===== src/rtl/ulc_params.svh =====
`ifndef ULC_PARAMS_SVH
`define ULC_PARAMS_SVH
// ****************************************
// Register offsets (byte addresses)
// ****************************************
`define ULC_OFS_CTRL 4'h0
`define ULC_OFS_STAT 4'h4
`define ULC_OFS_MASK 4'h8
// ****************************************
// Control field positions
// ****************************************
`define ULC_BIT_JLINE 7
`define ULC_BIT_SE0 6
`define ULC_BIT_PKT 5
`define ULC_BIT_BRST 4
`define ULC_BIT_HOST 3
`define ULC_BIT_RESUME 2
`define ULC_BIT_PPRST 1
`define ULC_BIT_EN 0
// ****************************************
// Event bit positions and reset values
// ****************************************
`define ULC_EV_SETUP 0
`define ULC_EV_TOKDONE 1
`define ULC_EV_ROLE 2
`define ULC_EV_EOP 3
`define ULC_CTRL_RST 6'h00
`define ULC_EV_RST 4'h0
// ****************************************
// Timing
// ****************************************
`define ULC_CLK_HZ 40000000
`define ULC_EOP_NS 1330
`define ULC_EOP_CYC ((`ULC_EOP_NS * 40) / 1000)
`endif


===== src/rtl/ulc_pkg.sv =====
package ulc_pkg;
   typedef enum logic [1:0] {
      ULC_IDLE = 2'b00,
      ULC_RESUME = 2'b01,
      ULC_EOP = 2'b10
   } ulc_sig_type;
endpackage


===== src/rtl/ulc_ev_if.sv =====
`timescale 1ns/1ps
interface ulc_ev_if;
   logic [3:0] ev;
   logic [3:0] clr;
   logic [3:0] mask;
   logic [3:0] stat;
   logic irq;
   modport core(output ev, output clr, output mask, input stat, input irq);
   modport evu(input ev, input clr, input mask, output stat, output irq);
endinterface


===== src/rtl/ulc_core.sv =====
// Design decisions made here: the register offsets and the Wishbone register port.
`timescale 1ns/1ps
`include "ulc_params.svh"
// Function
// - Bits 31 to 8 read zero; writes there do nothing.
// - Bit 7 shows live J state on the lines.
// - Bit 6 shows live single-ended zero on the lines.
// - Device mode: SETUP sets bit 5, halting processing until cleared.
// - Host mode: bit 5 high while a token executes.
// - Bit 4 written one drives bus reset; zero ends it.
// - Bit 3 enables host role; any change resets host logic.
// - Bit 2 high drives resume signaling, low drives none.
// - Host mode: clearing resume appends a low-speed EOP.
module ulc_core #(
   parameter int EOP_CYC = `ULC_EOP_CYC
) (
   input wire logic clk_i,
   input wire logic rst_i,
   input wire logic [3:0] wb_adr_i,
   input wire logic [31:0] wb_dat_i,
   input wire logic [3:0] wb_sel_i,
   input wire logic wb_we_i,
   input wire logic wb_cyc_i,
   input wire logic wb_stb_i,
   output logic [31:0] wb_dat_o,
   output logic wb_ack_o,
   output logic wb_err_o,
   input wire logic live_j_line_i,
   input wire logic live_se0_i,
   input wire logic setup_token_i,
   input wire logic token_start_i,
   input wire logic token_done_i,
   output logic packet_processing_disable_o,
   output logic token_in_progress_o,
   output logic bus_reset_generate_o,
   output logic host_role_enable_o,
   output logic host_logic_reset_o,
   output logic resume_drive_o,
   output logic eop_drive_o,
   output logic pingpong_pointer_reset_o,
   output logic device_module_enable_o,
   output logic frame_start_generation_enable_o,
   output logic irq_o
);
   // ****************************************
   // State
   // ****************************************
   typedef struct packed {
      logic pkt_dis;
      logic tok_busy;
      logic brst;
      logic host;
      logic resume;
      logic pprst;
      logic en;
      ulc_pkg::ulc_sig_type sig;
      logic [7:0] eop_cnt;
      logic host_rst;
      logic [3:0] mask;
      logic [31:0] dat;
      logic ack;
      logic err;
   } ulc_state_type;
   ulc_state_type r;
   ulc_state_type next_r;
   ulc_ev_if ev_bus();
   logic acc;
   logic wr;
   logic [7:0] ctrl_rd;
   logic [7:0] wdat;
   logic lane0;
   assign acc = wb_cyc_i & wb_stb_i & ~r.ack & ~r.err;
   assign wr = acc & wb_we_i;
   assign lane0 = wb_sel_i[0];
   assign wdat = wb_dat_i[7:0];
   // Live line bits are never kept in control state, only sampled into read data
   assign ctrl_rd = {live_j_line_i, live_se0_i,
      (r.host ? r.tok_busy : r.pkt_dis), r.brst, r.host, r.resume,
      r.pprst, r.en};
   // ****************************************
   // Next state
   // ****************************************
   always_comb begin
      next_r = r;
      next_r.ack = 1'b0;
      next_r.err = 1'b0;
      next_r.host_rst = 1'b0;
      ev_bus.ev = 4'h0;
      ev_bus.clr = 4'h0;
      ev_bus.mask = r.mask;
      if (acc) begin
         unique case (wb_adr_i)
            `ULC_OFS_CTRL: begin
               next_r.dat = {24'h000000, ctrl_rd};
               if (wr && lane0) begin
                  next_r.brst = wdat[`ULC_BIT_BRST];
                  next_r.host = wdat[`ULC_BIT_HOST];
                  next_r.resume = wdat[`ULC_BIT_RESUME];
                  next_r.pprst = wdat[`ULC_BIT_PPRST];
                  next_r.en = wdat[`ULC_BIT_EN];
                  if (!r.host) begin
                     next_r.pkt_dis = wdat[`ULC_BIT_PKT];
                  end
               end
               next_r.ack = 1'b1;
            end
            `ULC_OFS_STAT: begin
               next_r.dat = {28'h0000000, ev_bus.stat};
               if (wr && lane0) begin
                  ev_bus.clr = wdat[3:0];
               end
               next_r.ack = 1'b1;
            end
            `ULC_OFS_MASK: begin
               next_r.dat = {28'h0000000, r.mask};
               if (wr && lane0) begin
                  next_r.mask = wdat[3:0];
               end
               next_r.ack = 1'b1;
            end
            default: begin
               next_r.dat = 32'h00000000;
               next_r.err = 1'b1;
            end
         endcase
      end
      // Host role change clears host engine
      if (next_r.host != r.host) begin
         next_r.host_rst = 1'b1;
         next_r.tok_busy = 1'b0;
         next_r.sig = ulc_pkg::ULC_IDLE;
         next_r.eop_cnt = 8'h00;
         ev_bus.ev[`ULC_EV_ROLE] = 1'b1;
      end else if (r.host) begin
         if (token_start_i) begin
            next_r.tok_busy = 1'b1;
         end else if (token_done_i && r.tok_busy) begin
            next_r.tok_busy = 1'b0;
            ev_bus.ev[`ULC_EV_TOKDONE] = 1'b1;
         end
      end else if (setup_token_i) begin
         next_r.pkt_dis = 1'b1;
         ev_bus.ev[`ULC_EV_SETUP] = 1'b1;
      end
      // Resume then low-speed EOP in host role
      unique case (r.sig)
         ulc_pkg::ULC_IDLE: begin
            // Starts off the stored bit, one cycle after the write lands
            if (r.resume && !next_r.host_rst) begin
               next_r.sig = ulc_pkg::ULC_RESUME;
            end
         end
         ulc_pkg::ULC_RESUME: begin
            if (!r.resume) begin
               if (r.host) begin
                  next_r.sig = ulc_pkg::ULC_EOP;
                  next_r.eop_cnt = 8'(EOP_CYC - 1);
               end else begin
                  next_r.sig = ulc_pkg::ULC_IDLE;
               end
            end
         end
         ulc_pkg::ULC_EOP: begin
            if (r.eop_cnt == 8'h00) begin
               next_r.sig = ulc_pkg::ULC_IDLE;
               ev_bus.ev[`ULC_EV_EOP] = 1'b1;
            end else begin
               next_r.eop_cnt = r.eop_cnt - 8'h01;
            end
         end
         default: begin
            next_r.sig = ulc_pkg::ULC_IDLE;
         end
      endcase
      if (next_r.host_rst) begin
         next_r.sig = ulc_pkg::ULC_IDLE;
      end
   end
   // ****************************************
   // Registers
   // ****************************************
   always_ff @(posedge clk_i) begin
      if (rst_i) begin
         r <= '0;
      end else begin
         r <= next_r;
      end
   end
   ulc_events u_events (
      .clk_i(clk_i),
      .rst_i(rst_i),
      .e(ev_bus.evu)
   );
   // ****************************************
   // Outputs, all from flops
   // ****************************************
   always_ff @(posedge clk_i) begin
      if (rst_i) begin
         irq_o <= 1'b0;
      end else begin
         irq_o <= |(ev_bus.stat & r.mask);
      end
   end
   assign wb_dat_o = r.dat;
   assign wb_ack_o = r.ack;
   assign wb_err_o = r.err;
   assign packet_processing_disable_o = r.pkt_dis & ~r.host;
   assign token_in_progress_o = r.tok_busy;
   assign bus_reset_generate_o = r.brst;
   assign host_role_enable_o = r.host;
   assign host_logic_reset_o = r.host_rst;
   assign resume_drive_o = r.sig == ulc_pkg::ULC_RESUME;
   assign eop_drive_o = r.sig == ulc_pkg::ULC_EOP;
   assign pingpong_pointer_reset_o = r.pprst;
   assign device_module_enable_o = r.en & ~r.host;
   assign frame_start_generation_enable_o = r.en & r.host;
endmodule


===== src/rtl/ulc_events.sv =====
`timescale 1ns/1ps
`include "ulc_params.svh"
module ulc_events (
   input wire logic clk_i,
   input wire logic rst_i,
   ulc_ev_if.evu e
);
   typedef struct packed {
      logic [3:0] stat;
      logic irq;
   } ulc_evs_type;
   ulc_evs_type r;
   ulc_evs_type next_r;
   // ****************************************
   // Sticky bits, set beats clear
   // ****************************************
   always_comb begin
      next_r = r;
      next_r.stat = (r.stat & ~e.clr) | e.ev;
      next_r.irq = |(next_r.stat & e.mask);
   end
   always_ff @(posedge clk_i) begin
      if (rst_i) begin
         r <= '0;
      end else begin
         r <= next_r;
      end
   end
   assign e.stat = r.stat;
   assign e.irq = r.irq;
endmodule


===== config.mk =====
export PLATFORM = sky130hd
export DESIGN_NAME = ulc_core
export DESIGN_NICKNAME = d
export VERILOG_FILES = /design/src/rtl/ulc_pkg.sv /design/src/rtl/ulc_ev_if.sv /design/src/rtl/ulc_core.sv /design/src/rtl/ulc_events.sv
export VERILOG_INCLUDE_DIRS = /design/src /design/src/rtl
export SDC_FILE = /design/constraint.sdc
export NUM_CORES = 1
export LEC_CHECK = 0
export BUFFER_PORTS_ARGS = -buffer_cell sky130_fd_sc_hd__buf_4
export CELL_PAD_IN_SITES_DETAIL_PLACEMENT = 1
export CELL_PAD_IN_SITES_GLOBAL_PLACEMENT = 1
export CORE_MARGIN = 2
export CORE_UTILIZATION = 25
export CTS_BUF_LIST = sky130_fd_sc_hd__clkbuf_16
export DETAILED_ROUTE_END_ITERATION = 7
export GPL_ROUTABILITY_DRIVEN = 0
export HOLD_SLACK_MARGIN = 0.06
export PLACE_DENSITY = 0.58
export SYNTH_ARGS = -nofsm -noshare
export SYNTH_HDL_FRONTEND = slang
export SYNTH_HIERARCHICAL = 1
export SYNTH_SLANG_ARGS = --single-unit

===== constraint.sdc =====
create_clock -name clk_i -period 2.6 [get_ports clk_i]
set_input_delay 0.13 -clock clk_i [delete_from_list [all_inputs] [get_ports clk_i]]
set_output_delay 0.13 -clock clk_i [all_outputs]
set_load 0.02 [all_outputs]

Word level (Yosys, flattened, before mapping):

Cells that the tools add are included.

* $add $sub $neg: 1
* reductions and logical operators: 16
* mux-type cells: 37
* bitwise operators: 15
* equal/unequal tests: 5

Operators by type and width (count)
* $mux W4: 6
* $pmux W8 S3: 1
* $mux W1: 20
* $mux W8: 2
* $pmux W8 S2: 1
* $mux W11: 1
* $mux W10: 1
* $and A4 B4 Y4: 2
* $logic_not A8 Y1: 1
* $mux W2: 4
* $sub A8 B1 Y8 const B: 1
* $and A1 B1 Y1: 7
* $pmux W2 S3: 1
* $reduce_and A3 Y1: 2
* $reduce_or A2 Y1: 3
* $eq A4 B3 Y1 const B: 1
* $eq A4 B4 Y1 const B: 1
* $logic_not A4 Y1: 1
* $not A1 Y1: 4
* $not A4 Y4: 1
* $or A4 B4 Y4: 1
* $reduce_or A4 Y1: 1
* $logic_and A1 B1 Y1: 3
* $reduce_or A3 Y1: 1
* 7 further kinds: 7

* register bits: 61
* logic and storage cells: 90
* output and inout port bits: 45
* input port bits: 50

Logic depth before layout (Yosys ltp):

Gate-level depths: netlist of run 1.

* depth in word-level cells: 14
* mapped depth: 6
* depth with buffers taken out: 6

Cells and area by module:

Netlist of run 1, hierarchy kept.

Modules (own cells, without submodules)
* ulc_core: cells each 217, instances 1, seq. area each 660.6 µm², area an instance 1948.1 µm²
* ulc_events: cells each 18, instances 1, seq. area each 100.1 µm², area an instance 227.7 µm²

Least setup slack after synthesis of run 1:

No wires, ideal clock.

* path type: reg2reg
* start point: register r, in the netlist wb_ack_o
* end point: register r[41] in the netlist's numbering
* buffers on the path: 1
* setup time: 0.120 ns
* data required time: 2.480 ns
* arrival time: 1.946 ns
* path slack: 0.534 ns
* cell stages (with the launch flop): 6
* clock period less this slack: 2.066 ns
* cell sequence: dfxtp_1 -> or4bb_1 -> buf_2 -> o41ai_4 -> o22ai_1 -> a211o_1

* cells in the longest elaborated chain, start to end: 13
* elaborated cells on any way between the ends: 14
* classes of those cells: eq/ne: 1; mux: 8; bitwise: 4; reduce/logical: 1

Ends and longest elaborated chain
* from (decl): RTL line ulc_core.sv:64 `ulc_state_type r;`
* from (signal assigned): RTL line ulc_core.sv:186 `r <= next_r;`
* $not A1 Y1 (*): RTL line ulc_core.sv:72 `assign acc = wb_cyc_i & wb_stb_i & ~r.ack & ~r.err;`
* $and A1 B1 Y1 (*) (2 in series): RTL line ulc_core.sv:72
* $and A1 B1 Y1: RTL line ulc_core.sv:73 `assign wr = acc & wb_we_i;`
* $logic_and A1 B1 Y1: RTL line ulc_core.sv:95 `if (wr && lane0) begin`
* $mux W4: RTL line ulc_core.sv:95
* $mux W4: RTL line ulc_core.sv:92 `unique case (wb_adr_i)`
* $mux W4 (*): RTL line ulc_core.sv:91 `if (acc) begin`
* $ne A1 B1 Y1 (*): RTL line ulc_core.sv:128 `if (next_r.host != r.host) begin`
* $mux W11 (*): RTL line ulc_core.sv:128
* $mux W8: RTL line ulc_core.sv:155 `if (r.host) begin`
* $mux W10: RTL line ulc_core.sv:154 `if (!r.resume) begin`
* $pmux W8 S2 (*): RTL line ulc_core.sv:146 `unique case (r.sig)`

Every way passes the cells marked *; elsewhere a longest branch is shown, timed or not.
A chain may end at the register's enable or synchronous reset.

Worst setup path after layout of run 1:

* start point: register r, in the netlist wb_ack_o
* end point: register r, in the netlist ctrl_rd[0]

* cells in the longest elaborated chain, start to end: 6

Ends and longest elaborated chain (RTL line)
* $not A1 Y1 (*): ulc_core.sv:72
* $and A1 B1 Y1 (*) (2 in series): ulc_core.sv:72
* $and A1 B1 Y1: ulc_core.sv:73
* $logic_and A1 B1 Y1: ulc_core.sv:95
* $reduce_and A3 Y1 (no source line) (*)

Marked as above.

==> flow_metrics.py, run 1 <==
metrics = {
    "timing": {
        "skew_ps": 8.16,
        "hold_violations": 0,
        "drv_slew": 0,
        "min_period_over_period_pct": 85.0,
        "max_freq_mhz": 453,
        "worst_slew_pin_slew_ps": 626,
        "period_needed_ps": 2210,
        "setup_violations": 0,
        "relSlewSlack_pct": 57.9,
        "tns_ps": 0,
        "rsz0062_at_grt": "no",
    },
    "drt": {
        "drt-initial-drc-count": 40,
        "first_pass_iters": 4,
        "met3_length_um": 325,
        "drc": 0,
        "wirelength_mm": 5.19,
        "wl_per_cell_um": 13.9,
        "drt-met1-wl_mm": 2.31,
        "vias_per_cell": 4.57,
        "vias": 1708,
        "top_layer": "met4",
        "wl_met2_mm": 2.50,
        "ant_nets": 0,
    },
    "run_status": {
        "run_status": "finished, final reports clean",
    },
    "grt": {
        "antenna_found_initial": 0,
        "grt_pass1_vias": 1688,
        "grt_overflow_total": 0,
        "grt_usage_pct": 11.7,
        "grt_pass1_wl_mm": 8.26,
        "grt_max_degree": 27,
    },
    "layout": {
        "utilization_pct": 31.1,
        "diodes": 0,
        "layout-drive-gt1-share_pct": 26.0,
        "fillers": 983,
        "fin_nets": 323,
        "area_growth_pct": 20.7,
    },
    "setup_path": {
        "critical_path.startpoint_type": "flip-flop",
        "worstPathRequired_ps": 2760,
        "r2r-end": "ctrl_rd[0]",
        "regToRegSetupSlack_ps": 390,
        "critPathKind": "reg -> reg",
        "cp.arrival_ps": 2370,
        "worst-r2r-cell-count": 5,
        "endpoint_kind": "flip-flop",
        "cp_max_fo": 9,
        "r2r-start": "wb_ack_o",
    },
    "cts": {
        "clock-sinks": 37,
        "cts_root_buf": "clkbuf_16",
        "clk-insertion-delay-late_ps": 280,
        "htree_levels": 2,
        "cts_tree": "done",
        "clockBufferDepth": 2,
        "ctsResizeCount": 0,
        "postCtsSetupBuffers": 0,
        "ctsHoldBuffers": 0,
        "cts_buffers": 5,
        "clk_pin_slew_ps": 60,
    },
    "min_path": {
        "min_to": "wb_dat_o[6]",
        "hold_class": "in -> reg",
        "holdPathStages": 3,
        "hp-start": "live_se0_i",
    },
    "placed_design": {
        "dp_hpwl_mm": 3.92,
        "numPortBuffers": 41,
    },
    "floorplanning": {
        "die_h_um": 96.0,
        "io_pins": 95,
        "die-area_um2": 9220,
        "core.rowCount": 33,
        "dieWidth_um": 96.0,
        "core_um2": 8220,
        "initial_core_util_pct": 25.7,
    },
    "pwr": {
        "ir_drop_v": 0.000189,
        "p_leak_uw": 0.00109,
        "power_uw": 1290,
        "power.density_nw_per_um2": 504,
    },
    "yosys": {
        "syn_area_per_cell_um2": 9.24,
        "syn_area_um2": 2120,
        "synthesis.instances": 229,
        "yosysWarnings": 6,
    },
    "run": {
        "cap_violations": 0,
    },
}
==> area by class of cell <==
class	instances	area (um^2)	area share [%]
Clock buffer	5	125	4.90
Clock inverter	3	17.5	0.686
Inverter	6	22.5	0.882
Multi-Input combinational cell	170	1160	45.3
Sequential cell	37	741	29.0
Tap cell	105	131	5.14
Timing Repair Buffer	48	360	14.1
==> state kept, by name, summed over array words and instances, names as in the netlist, 2 cells and up <==
signal,flops
ctrl_rd,2
ev_bus.mask,4
r,11
wb_dat_o,8
u_events/e.stat,4
==> cells in the final DEF (no fill, tap or decap), types with 4 or more instances in the layout <==
| cell | instances |
|---|---|
| and2_1 | 6 |
| mux2i_1 | 13 |
| inv_1 | 6 |
| a22oi_1 | 12 |
| conb_1 | 24 |
| nor2b_1 | 4 |
| nand2_1 | 4 |
| a21oi_1 | 7 |
| nor4_1 | 7 |
| clkbuf_16 | 5 |
| ha_1 | 5 |
| nor2_1 | 25 |
| a21o_1 | 5 |
| buf_4 | 48 |
| o21ba_2 | 4 |
| o2bb2ai_1 | 6 |
| dfxtp_1 | 37 |
==> power by group <==
part	leakage (uW)	internal [uW]	total (uW)	switching, uW
clock	0.0000712	352	592	241
combinational	0.000719	43.0	121	77.9
sequential	0.000299	571	573	2.22
total	0.00109	965	1290	321
==> layer usage <==
metal / up-vias / GRT usage (%)
met4: 0 / 3.21
met5: - / 0
li1: 850 / -
met1: 806 / 13.9
met3: 7 / 3.68
met2: 45 / 20.3
==> how the worst max path moves through the flow <==
stage               slack, ps                       end     start
CTS                       400  pingpong_pointer_reset_o  wb_ack_o
detailed placement        410  pingpong_pointer_reset_o  wb_ack_o
finish                    390                ctrl_rd[0]  wb_ack_o
global placement          430                ctrl_rd[0]  wb_ack_o
global route              270                ctrl_rd[0]  wb_ack_o
floorplan                 530                     r[41]  wb_ack_o
==> critical path: stages, from the launching register on <==
cell and delay, ps:
dfxtp_1 300, or4bb_1 730, nor3_2 590, buf_4 230
mux2i_1 180, nor2_1 60
==> per-stage QoR <==
stage               instance area (um^2)  hold WS (ps)  worst slack [ps]  std cells
floorplan                           2200           277               534        252
global placement                    2410           370               431        366
CTS                                 2550          81.9               396        374
detailed placement                  2410           381               414        366
global route                        2550           100               275        374
finish                              2550          87.7               390        374
Power figures use the tool's default switching activity.
==> run 2, diff against run 1 <==
--- a/config.mk
+++ b/config.mk
@@ -15,7 +15,7 @@
 export DETAILED_ROUTE_END_ITERATION = 7
 export GPL_ROUTABILITY_DRIVEN = 0
 export HOLD_SLACK_MARGIN = 0.06
-export PLACE_DENSITY = 0.58
+export PLACE_DENSITY = 0.61
 export SYNTH_ARGS = -nofsm -noshare
 export SYNTH_HDL_FRONTEND = slang
 export SYNTH_HIERARCHICAL = 1
==> constraint.sdc (replaced) <==
create_clock -name clk_i -period 1.9 [get_ports clk_i]
set_input_delay 0.095 -clock clk_i [delete_from_list [all_inputs] [get_ports clk_i]]
set_output_delay 0.095 -clock clk_i [all_outputs]
set_load 0.02 [all_outputs]
==> run 2 against run 1 <==
  * The flow now finishes with violations (negative setup slack)
  * Worst setup slack got worse by 430 ps
  * Worst hold slack worse by 13 ps
  * Die area is the same
  * Cell count grew 5.1%
  * Count of clock-buffer cells in the layout unchanged
  * Sequential power is 37% higher
  * Register-to-register slack worse by 430 ps
  * Core utilization is 2.6 points higher
  * Wire length rose by 2.2%
  * Clock power increased by 31%
  * Largest cell class unchanged
==> flow_metrics.py, run 2 (synthesized netlist as in run 1, its figures left out) <==
metrics = {
    "layout": {
        "fin_nets": 342,
        "largest_reg_flops": 11,
        "fin_cells": 393,
        "top_register": "r",
        "area_growth_pct": 30.9,
        "final_common_cell": "buf_4",
        "design_area_um2": 2770,
        "final_cell_mix": "61 x buf_4, 35 x dfxtp_1, 24 x nor2_1, 24 x conb_1",
        "diodes": 0,
        "layout-drive-gt1-share_pct": 32.6,
    },
    "setup_path": {
        "critPathKind": "reg -> reg",
        "crit_family": "compound AO/OA/AOI/OAI gates",
        "cp.arrival_ps": 2100,
        "crit_buf_inv": 2,
        "cp_common_cell": "buf_6",
        "cp_max_fo": 8,
        "worstPathRequired_ps": 2060,
        "critical_path.max_stage_delay_ps": 500,
        "endpoint_kind": "flip-flop",
        "path_cells": "or4bb_1, buf_6, o41ai_4, buf_6, o22ai_2, a211o_1",
        "slowest_stage": "or4bb_1",
        "critical_path.startpoint_type": "flip-flop",
    },
    "floorplanning": {
        "die-area_um2": 9220,
        "core_um2": 8220,
        "core.rowCount": 33,
        "dieWidth_um": 96.0,
        "initial_core_util_pct": 25.7,
        "die_h_um": 96.0,
        "io_pins": 95,
    },
    "timing": {
        "hold_violations": 0,
        "worst_slew_pin_slew_ps": 510,
        "skew_ps": 7.31,
        "period_needed_ps": 1940,
        "tns_ps": -70.3,
        "drv_slew": 0,
        "rsz0062_at_grt": "yes",
        "relSlewSlack_pct": 65.5,
        "setup_ws_ps": -38.2,
        "max_freq_mhz": 516,
        "setup_violations": 3,
        "min_period_over_period_pct": 102,
    },
    "placed_design": {
        "dpl_worst_slack_ps": -83.9,
        "dp.cells": 377,
        "place_area_um2": 2500,
        "numPortBuffers": 41,
        "dp_hpwl_mm": 3.98,
    },
    "grt": {
        "grt_pass1_wl_mm": 8.39,
        "grt_pass1_vias": 1727,
        "grt_usage_pct": 11.7,
        "antenna_found_initial": 0,
        "grt_max_degree": 27,
        "grt_overflow_total": 0,
    },
    "pwr": {
        "ir_drop_v": 0.000249,
        "p_sw_uw": 420,
        "switching_share_pct": 24.0,
        "power_uw": 1750,
        "intPower_uw": 1330,
        "combPwrFrac_pct": 10.9,
        "p_seq_share_pct": 44.9,
        "p_leak_uw": 0.00120,
        "power.density_nw_per_um2": 631,
        "clockPowerShare_pct": 44.3,
    },
    "cts": {
        "clock-sinks": 37,
        "cts_tree": "done",
        "cts_buffers": 5,
        "clk_pin_slew_ps": 60,
        "cts_root_buf": "clkbuf_16",
        "clockBufferDepth": 2,
        "clk-insertion-delay-late_ps": 280,
        "htree_levels": 2,
    },
    "drt": {
        "wirelength_mm": 5.30,
        "ant_nets": 0,
        "vias_per_cell": 4.56,
        "drc": 0,
        "vias": 1794,
        "drt-initial-drc-count": 20,
        "first_pass_iters": 4,
        "wl_per_cell_um": 13.5,
    },
    "min_path": {
        "hold_class": "in -> reg",
    },
    "run_status": {
        "run_status": "finished with violations",
        "violations": "negative setup slack",
    },
    "run": {
        "cap_violations": 0,
    },
}
==> run 2: power groups by stage <==
stage | registers [uW] | logic [uW] | clock network, uW
2_1_floorplan | 801 | 143 | 0
3_3_place_gp | 801 | 171 | 0
3_5_place_dp | 801 | 172 | 0
4_1_cts | 784 | 187 | 805
5_1_grt | 784 | 206 | 831
6_report | 784 | 190 | 774
==> run 2: layer usage <==
layer  up-vias  track usage, %  share of wire (%)
met1       859            14.1                 45
met5         -               0                  0
li1        879               -                  -
met3         3            3.05                5.5
met2        53            20.6                 49
met4         0            2.86               0.15
==> run 2: path summary, 6_finish.rpt <==
kind / start / to / slack, ps / cells past startpoint
max reg2reg: wb_err_o / r[41] / -40 / 6
min reg2reg: wb_dat_o[7] / wb_dat_o[7] / 510 / 2
min: wb_dat_i[2] / ev_bus.mask[2] / 70 / 3
max: wb_err_o / r[41] / -40 / 6
==> run 2: metrics by stage <==
stage	utilization [%]	hold slack [ps]
floorplan	-	242
global placement	30.4	332
detailed placement	30.4	343
CTS	33.0	75.0
global route	33.7	95.7
finish	33.7	74.4
==> run 2: layout make-up <==
class / instances / area (um^2)
sequential: 37 / 746
clock buffer: 5 / 125
tap: 105 / 131
clock inverter: 3 / 11.3
multi-input combinational: 170 / 1210
fill: 982 / 5450
inverter: 6 / 22.5
timing repair buffer: 67 / 522
==> run 2: worst reg2reg max path, stage by stage, from the launching register on <==
cell,delay [ps]
dfxtp_4,330
or4bb_1,500
buf_6,170
o41ai_4,300
buf_6,180
o22ai_2,70
a211o_1,270
==> run 2: timing repair <==
action                     in CTS  in global routing
hold endpoints to repair        3                  0
resized for setup               5                 10
setup endpoints to repair      16                 17
hold buffers                    3                  0
buffers inserted                3                  3
pin swaps                       4                  2
